[src/plrs_pkg.sv]
package plrs_pkg;
  localparam logic [4:0] PLRS_REG_OFFSET = 5'h11;
  localparam int PLRS_MODE_MSB = 15;
  localparam int PLRS_MODE_LSB = 12;
  localparam int PLRS_ADDR_MSB = 8;
  localparam int PLRS_ADDR_LSB = 4;
  localparam int PLRS_MON_MSB = 3;
  localparam int PLRS_MON_LSB = 0;
  localparam logic [3:0] PLRS_MODE_RESET = 4'hf;
  localparam logic [3:0] PLRS_MON_RESET = 4'h0;
  localparam logic [4:0] PLRS_ADDR_RESET = 5'h01;

  typedef enum logic [3:0] {
    PLRS_ST_IDLE = 4'b0000,
    PLRS_ST_ABILITY_MATCH = 4'b0001,
    PLRS_ST_ACK_MATCH = 4'b0010,
    PLRS_ST_ACK_FAIL = 4'b0011,
    PLRS_ST_CONSIST_MATCH = 4'b0100,
    PLRS_ST_CONSIST_FAIL = 4'b0101,
    PLRS_ST_PD_READY = 4'b0110,
    PLRS_ST_PD_FAIL = 4'b0111,
    PLRS_ST_COMPLETE = 4'b1000
  } plrs_an_state_t;

  typedef struct packed {
    logic fast_full_duplex_flag;
    logic fast_half_duplex_flag;
    logic slow_full_duplex_flag;
    logic slow_half_duplex_flag;
  } plrs_mode_t;

  typedef struct packed {
    logic valid;
    plrs_mode_t mode;
    plrs_an_state_t state;
  } plrs_an_feed_t;

  typedef struct packed {
    logic wr;
    logic rd;
    logic [4:0] addr;
    logic [15:0] wdata;
  } plrs_mgmt_req_t;
endpackage : plrs_pkg

[src/plrs_field.sv]
`timescale 1ns/1ps
`default_nettype none
module plrs_field
  #(parameter int WIDTH = 4,
    parameter logic [WIDTH-1:0] RESET_VAL = '0)
  (
  // clock and reset
  input wire logic clock_i,
  input wire logic resetn_i,
  // load
  input wire logic load_i,
  input wire logic [WIDTH-1:0] data_i,
  // value
  output logic [WIDTH-1:0] value_o
  );
  always_ff @(posedge clock_i or negedge resetn_i)
  begin
    if (!resetn_i)
    begin
      value_o <= RESET_VAL;
    end
    else if (load_i)
    begin
      value_o <= data_i;
    end
  end
endmodule : plrs_field
`default_nettype wire

[src/plrs_status_reg.sv]
`timescale 1ns/1ps
`default_nettype none
module plrs_status_reg
  import plrs_pkg::*;
  #(parameter logic [4:0] ADDR_RESET = PLRS_ADDR_RESET)
  (
  // clock and reset
  input wire logic clock_i,
  input wire logic resetn_i,
  // management register access
  input wire plrs_mgmt_req_t req_i,
  output logic [15:0] rdata_o,
  output logic rvalid_o,
  // auto-negotiation engine feed
  input wire plrs_an_feed_t an_i,
  // address to the serial management frame decoder
  output logic [4:0] mgmt_station_address_o
  );
  // access decode
  logic hit;
  logic wr_hit;
  logic rd_hit;

  // negotiated mode flags
  logic mode_load;
  logic fast_full_duplex_flag;
  logic fast_half_duplex_flag;
  logic slow_full_duplex_flag;
  logic slow_half_duplex_flag;
  plrs_mode_t mode_val;

  // state monitor
  logic mon_load;
  plrs_an_state_t mon_nxt;
  logic [3:0] mon_val;

  // address field and read word
  logic [4:0] addr_val;
  logic [15:0] word;

  // only one register index maps here
  assign hit = (req_i.addr == PLRS_REG_OFFSET);
  assign wr_hit = req_i.wr && hit;
  assign rd_hit = req_i.rd && hit;

  // latch on completion
  // result is held until the next completion, so a stale mode survives a link drop
  assign mode_load = an_i.valid && (an_i.state == PLRS_ST_COMPLETE);

  plrs_field #(.WIDTH(1), .RESET_VAL(PLRS_MODE_RESET[3])) u_fast_full (
    .clock_i(clock_i),
    .resetn_i(resetn_i),
    .load_i(mode_load),
    .data_i(an_i.mode.fast_full_duplex_flag),
    .value_o(fast_full_duplex_flag)
  );

  plrs_field #(.WIDTH(1), .RESET_VAL(PLRS_MODE_RESET[2])) u_fast_half (
    .clock_i(clock_i),
    .resetn_i(resetn_i),
    .load_i(mode_load),
    .data_i(an_i.mode.fast_half_duplex_flag),
    .value_o(fast_half_duplex_flag)
  );

  plrs_field #(.WIDTH(1), .RESET_VAL(PLRS_MODE_RESET[1])) u_slow_full (
    .clock_i(clock_i),
    .resetn_i(resetn_i),
    .load_i(mode_load),
    .data_i(an_i.mode.slow_full_duplex_flag),
    .value_o(slow_full_duplex_flag)
  );

  plrs_field #(.WIDTH(1), .RESET_VAL(PLRS_MODE_RESET[0])) u_slow_half (
    .clock_i(clock_i),
    .resetn_i(resetn_i),
    .load_i(mode_load),
    .data_i(an_i.mode.slow_half_duplex_flag),
    .value_o(slow_half_duplex_flag)
  );

  // flags gathered in register bit order
  assign mode_val = {
    fast_full_duplex_flag,
    fast_half_duplex_flag,
    slow_full_duplex_flag,
    slow_half_duplex_flag
  };

  // known codes pass through
  // an undefined code shows idle, so debug software never reads a code with no meaning
  always_comb
  begin
    mon_nxt = PLRS_ST_IDLE;
    unique case (an_i.state)
      PLRS_ST_IDLE: mon_nxt = PLRS_ST_IDLE;
      PLRS_ST_ABILITY_MATCH: mon_nxt = PLRS_ST_ABILITY_MATCH;
      PLRS_ST_ACK_MATCH: mon_nxt = PLRS_ST_ACK_MATCH;
      PLRS_ST_ACK_FAIL: mon_nxt = PLRS_ST_ACK_FAIL;
      PLRS_ST_CONSIST_MATCH: mon_nxt = PLRS_ST_CONSIST_MATCH;
      PLRS_ST_CONSIST_FAIL: mon_nxt = PLRS_ST_CONSIST_FAIL;
      PLRS_ST_PD_READY: mon_nxt = PLRS_ST_PD_READY;
      PLRS_ST_PD_FAIL: mon_nxt = PLRS_ST_PD_FAIL;
      PLRS_ST_COMPLETE: mon_nxt = PLRS_ST_COMPLETE;
      default: mon_nxt = PLRS_ST_IDLE;
    endcase
  end

  // monitor tracks state
  // loads every cycle, valid or not, so it shows the engine live
  assign mon_load = 1'b1;
  plrs_field #(.WIDTH(4), .RESET_VAL(PLRS_MON_RESET)) u_mon (
    .clock_i(clock_i),
    .resetn_i(resetn_i),
    .load_i(mon_load),
    .data_i(mon_nxt),
    .value_o(mon_val)
  );

  for (genvar b = 0; b < 5; b++)
  begin : g_addr
    plrs_field #(.WIDTH(1), .RESET_VAL(ADDR_RESET[b])) u_bit (
      .clock_i(clock_i),
      .resetn_i(resetn_i),
      .load_i(wr_hit),
      .data_i(req_i.wdata[PLRS_ADDR_LSB + b]),
      .value_o(addr_val[b])
    );
  end

  always_comb
  begin
    word = 16'h0000;
    word[PLRS_MODE_MSB:PLRS_MODE_LSB] = mode_val;
    word[PLRS_ADDR_MSB:PLRS_ADDR_LSB] = addr_val;
    word[PLRS_MON_MSB:PLRS_MON_LSB] = mon_val;
  end

  // read answer strobe, one cycle per read
  always_ff @(posedge clock_i or negedge resetn_i)
  begin
    if (!resetn_i)
    begin
      rvalid_o <= 1'b0;
    end
    else
    begin
      rvalid_o <= req_i.rd;
    end
  end

  // read data holds until the next read; unmapped offsets read zero
  always_ff @(posedge clock_i or negedge resetn_i)
  begin
    if (!resetn_i)
    begin
      rdata_o <= 16'h0000;
    end
    else if (rd_hit)
    begin
      rdata_o <= word;
    end
    else if (req_i.rd)
    begin
      rdata_o <= 16'h0000;
    end
  end

  always_ff @(posedge clock_i or negedge resetn_i)
  begin
    if (!resetn_i)
    begin
      mgmt_station_address_o <= ADDR_RESET;
    end
    else
    begin
      mgmt_station_address_o <= addr_val;
    end
  end
endmodule : plrs_status_reg
`default_nettype wire

[config.mk]
export PLATFORM = sky130hd
export DESIGN_NAME = plrs_status_reg
export DESIGN_NICKNAME = d
export VERILOG_FILES = /design/src/plrs_pkg.sv /design/src/plrs_field.sv /design/src/plrs_status_reg.sv
export SDC_FILE = /design/constraint.sdc
export NUM_CORES = 1
export LEC_CHECK = 0
export BUFFER_PORTS_ARGS = -buffer_cell sky130_fd_sc_hd__clkbuf_2
export CAP_MARGIN = 20
export CORE_MARGIN = 3
export CORE_UTILIZATION = 47
export DETAILED_ROUTE_END_ITERATION = 8
export GPL_TIMING_DRIVEN = 0
export PLACE_DENSITY_LB_ADDON = 0.05
export SYNTH_ARGS = -nofsm -noshare
export SYNTH_HDL_FRONTEND = slang
export SYNTH_SLANG_ARGS = --single-unit
export TNS_END_PERCENT = 10
[constraint.sdc]
create_clock -name clock_i -period 2.3 [get_ports clock_i]
set_clock_uncertainty 0.1 [all_clocks]
set_input_delay 0.46 -clock clock_i [delete_from_list [all_inputs] [get_ports clock_i]]
set_output_delay 0.46 -clock clock_i [all_outputs]
set_load 0.05 [all_outputs]
==> summary.txt <==
CTS
  • PostCTS Resize Cnt: 0
  • Number of setup buffers added after CTS: 0
  • Hold_buf cts: 0
  • # H-tree levels: 2
  • Clock Latency Late Sink: 0.32 ns
  • Reg clk slew, reported paths: 0.11 ns
  • Clock Sinks: 32
  • Bufs on Longest Clock Path: 2
  • CTS tree: yes
  • Num CTS Buffers: 5
  • Root buffer cell: clkbuf_4

Timing
  • Fmax: 0.601 GHz
  • Minimum clock period: 1.66 ns
  • Max Slew Vio Count: 0
  • Slew @ Worst Pin: 0.748 ns
  • RSZ-0062 raised after global routing: no
  • Final Hold Viols: 0
  • Setup TNS: 0 ns
  • Final setup fails: 0
  • Normalized max-slew margin: 50.1%
  • Tcrit/Tclk final: 72.3%

Die
  • Die width: 55.6 µm
  • Ports: 56
  • DIE AREA: 0.00309 mm²
  • Number of core rows: 17
  • Initial core utilization: 50.7%
  • Core ar.: 0.00228 mm²
  • Die H: 55.6 µm

Route
  • Via density: 4.97
  • DR DRC count: 0
  • First-pass iteration count of the detailed router: 3
  • Initial DRC count: 7
  • DRT Wirelength: 2020 µm
  • Average routed wire per standard cell: 13.6 µm
  • Final antenna-violating net count: 0
  • Routed via count: 741

Logic synthesis
  • Netlist cell types: 17
  • Syn Area/Cell: 16.5 µm²
  • Ys Warns: 0
  • Seq/Total Area, Yosys: 70.0%
  • Synth Instances: 70
  • Syn Std Cell Area: 0.00115 mm²
  • FF+latch count, synth: 32

Placement
  • HPWL Detailed: 1480 µm
  • Dpl cells: 141
  • Input/output buffers: 41
  • Gpl congestion: 0.676

Global routing
  • Initial antenna violation count: 0
  • GRT Total Usage: 15.0%
  • M3 GR Usage: 6.03%
  • Global-route met1 utilization: 17.9%
  • Vias in the first global route: 730
  • GR peak layer: met2
  • Largest net degree at the start of global routing: 33
  • First-pass GRT wire length: 3460 µm
  • Met2 Track Usage GR: 23.5%
  • Grt ovf: 0

Finish
  • Layout cells sized above 1: 57.9%
  • Ant diodes: 0
  • Layout fillers: 186
  • Post-Layout Cell Count: 149
  • Multi-input gate area: 319 µm²
  • Final nets: 154
  • Most frequent cells in the layout: clkbuf_2, dfrtp_1, a22o_1
  • Area grow syn2layout: 28.4%
  • Most common cell after layout, fill and taps aside: clkbuf_2
  • Register area: 808 µm²

Setup path
  • Worst endpoint data arrival time: 1.10 ns
  • Crit-path max cell delay: 0.52 ns
  • Family with the most delay on the worst path: flip-flops
  • Worst Path Buf+Inv: 1
  • Slowest CP cell: dfstp_2
  • Worst Setup End Kind: primary output
  • Crit path kind: reg -> out
  • CP max FO: 1
  • Critical path, cell by cell: clkbuf_2
  • Startpoint types: register
  • CP required: 1.74 ns

Power and ir drop
  • Internal cell power: 0.000932 W
  • Maximum VDD drop: 614 µV
  • Pwr dens: 863 mW/mm²
  • Logic gate share of total power: 15.3%
  • Clock share of power: 32.7%
  • Seq pwr share: 52.0%
  • Psw: 0.000347 W
  • LEAKAGE: 0.811 nW
  • Switching share of power: 27.1%

Run
  • Max-cap viol count: 0

Min path
  • HP Class: in -> async

Status
  • Outcome: complete, no violations
==> sequential cells by signal, indices dropped and copies added (netlist names) <==
| register | cells |
|---|---|
| u_fast_full.value_o | 1 |
| g_addr.u_bit.value_o | 5 |
| u_mon.value_o | 4 |
| u_slow_full.value_o | 1 |
| rvalid_o | 1 |
| u_slow_half.value_o | 1 |
| rdata_o | 13 |
| mgmt_station_address_o | 5 |
| u_fast_half.value_o | 1 |
==> layout make-up <==
class                   instances  share of cell area (%)
repair buffers                 41                    13.8
clock buffers                   5                    2.53
plain buffers                   5                    2.11
flip-flops and latches         32                    54.5
inverters                       1                   0.253
clock inverters                 3                    2.87
multi-input cells              34                    21.5
well taps                      28                    2.36
==> metal layers <==
metal | up-vias | share of wire, %
met5 | - | 0
met4 | 0 | 1.3
met3 | 4 | 7.7
met2 | 27 | 51
met1 | 362 | 40
li1 | 348 | -
==> synthesized netlist by cell type <==
| library cell | count | area, µm² |
|---|---|---|
| mux2_4 | 4 | 60.1 |
| clkbuf_1 | 1 | 3.75 |
| a22o_1 | 13 | 114 |
| nor2_1 | 1 | 3.75 |
| dfstp_2 | 6 | 158 |
| inv_1 | 1 | 3.75 |
| nand2_4 | 1 | 11.3 |
| nand3_1 | 1 | 5.00 |
| nor2b_1 | 3 | 18.8 |
| nor4b_4 | 1 | 23.8 |
| and3b_1 | 1 | 8.76 |
| mux2_2 | 5 | 56.3 |
| conb_1 | 1 | 3.75 |
| buf_4 | 3 | 22.5 |
| and3_1 | 1 | 6.26 |
| buf_2 | 1 | 5.00 |
| dfrtp_1 | 26 | 651 |
==> cells by family (layout without fill, tap and decap cells) <==
logic type / Yosys count / in the layout / synth area share [%]
other cells: 1 / 3 / 0.325
compound gates: 13 / 13 / 9.86
mux: 9 / 9 / 10.1
simple gates: 9 / 9 / 6.72
buf+inv: 6 / 55 / 3.03
flops: 32 / 32 / 70.0
==> power by group through the flow <==
| stage | clock network [W] | registers (W) | logic (W) |
|---|---|---|---|
| floorplan | 0 | 0.000742 | 0.0000659 |
| global route | 0.000466 | 0.000674 | 0.000210 |
| CTS | 0.000431 | 0.000666 | 0.000199 |
| global placement | 0 | 0.000672 | 0.000195 |
| detailed placement | 0 | 0.000677 | 0.000198 |
| finish | 0.000418 | 0.000665 | 0.000196 |
==> per-stage QoR <==
| stage | utilization, % | area, µm² | hold WS, ns | power (W) | setup slack, ns |
|---|---|---|---|---|---|
| 2_1_floorplan | - | 1160 | 0.0644 | 0.000808 | 0.933 |
| 3_3_place_gp | 61.6 | 1400 | 0.261 | 0.000867 | 0.759 |
| 3_5_place_dp | 61.6 | 1400 | 0.263 | 0.000875 | 0.727 |
| 4_1_cts | 65.1 | 1480 | 0.0888 | 0.00130 | 0.612 |
| 5_1_grt | 65.1 | 1480 | 0.118 | 0.00135 | 0.572 |
| 6_report | 65.1 | 1480 | 0.0740 | 0.00128 | 0.637 |
==> final timing paths <==
kind,start,end,slack [ns],cells past startpoint
min reg2reg,g_addr[0].u_bit.value_o,mgmt_station_address_o[0],0.29,0
min,resetn_i,rdata_o[6],0.07,1
max reg2reg,g_addr[4].u_bit.value_o,g_addr[4].u_bit.value_o,1.41,1
max,mgmt_station_address_o[0],mgmt_station_address_o[0],0.64,1
max in group asynchronous,resetn_i,rdata_o[12],1.54,1
min in group clock_i,req_i[21],rvalid_o,0.17,1
(Power assumes the default switching activity.)
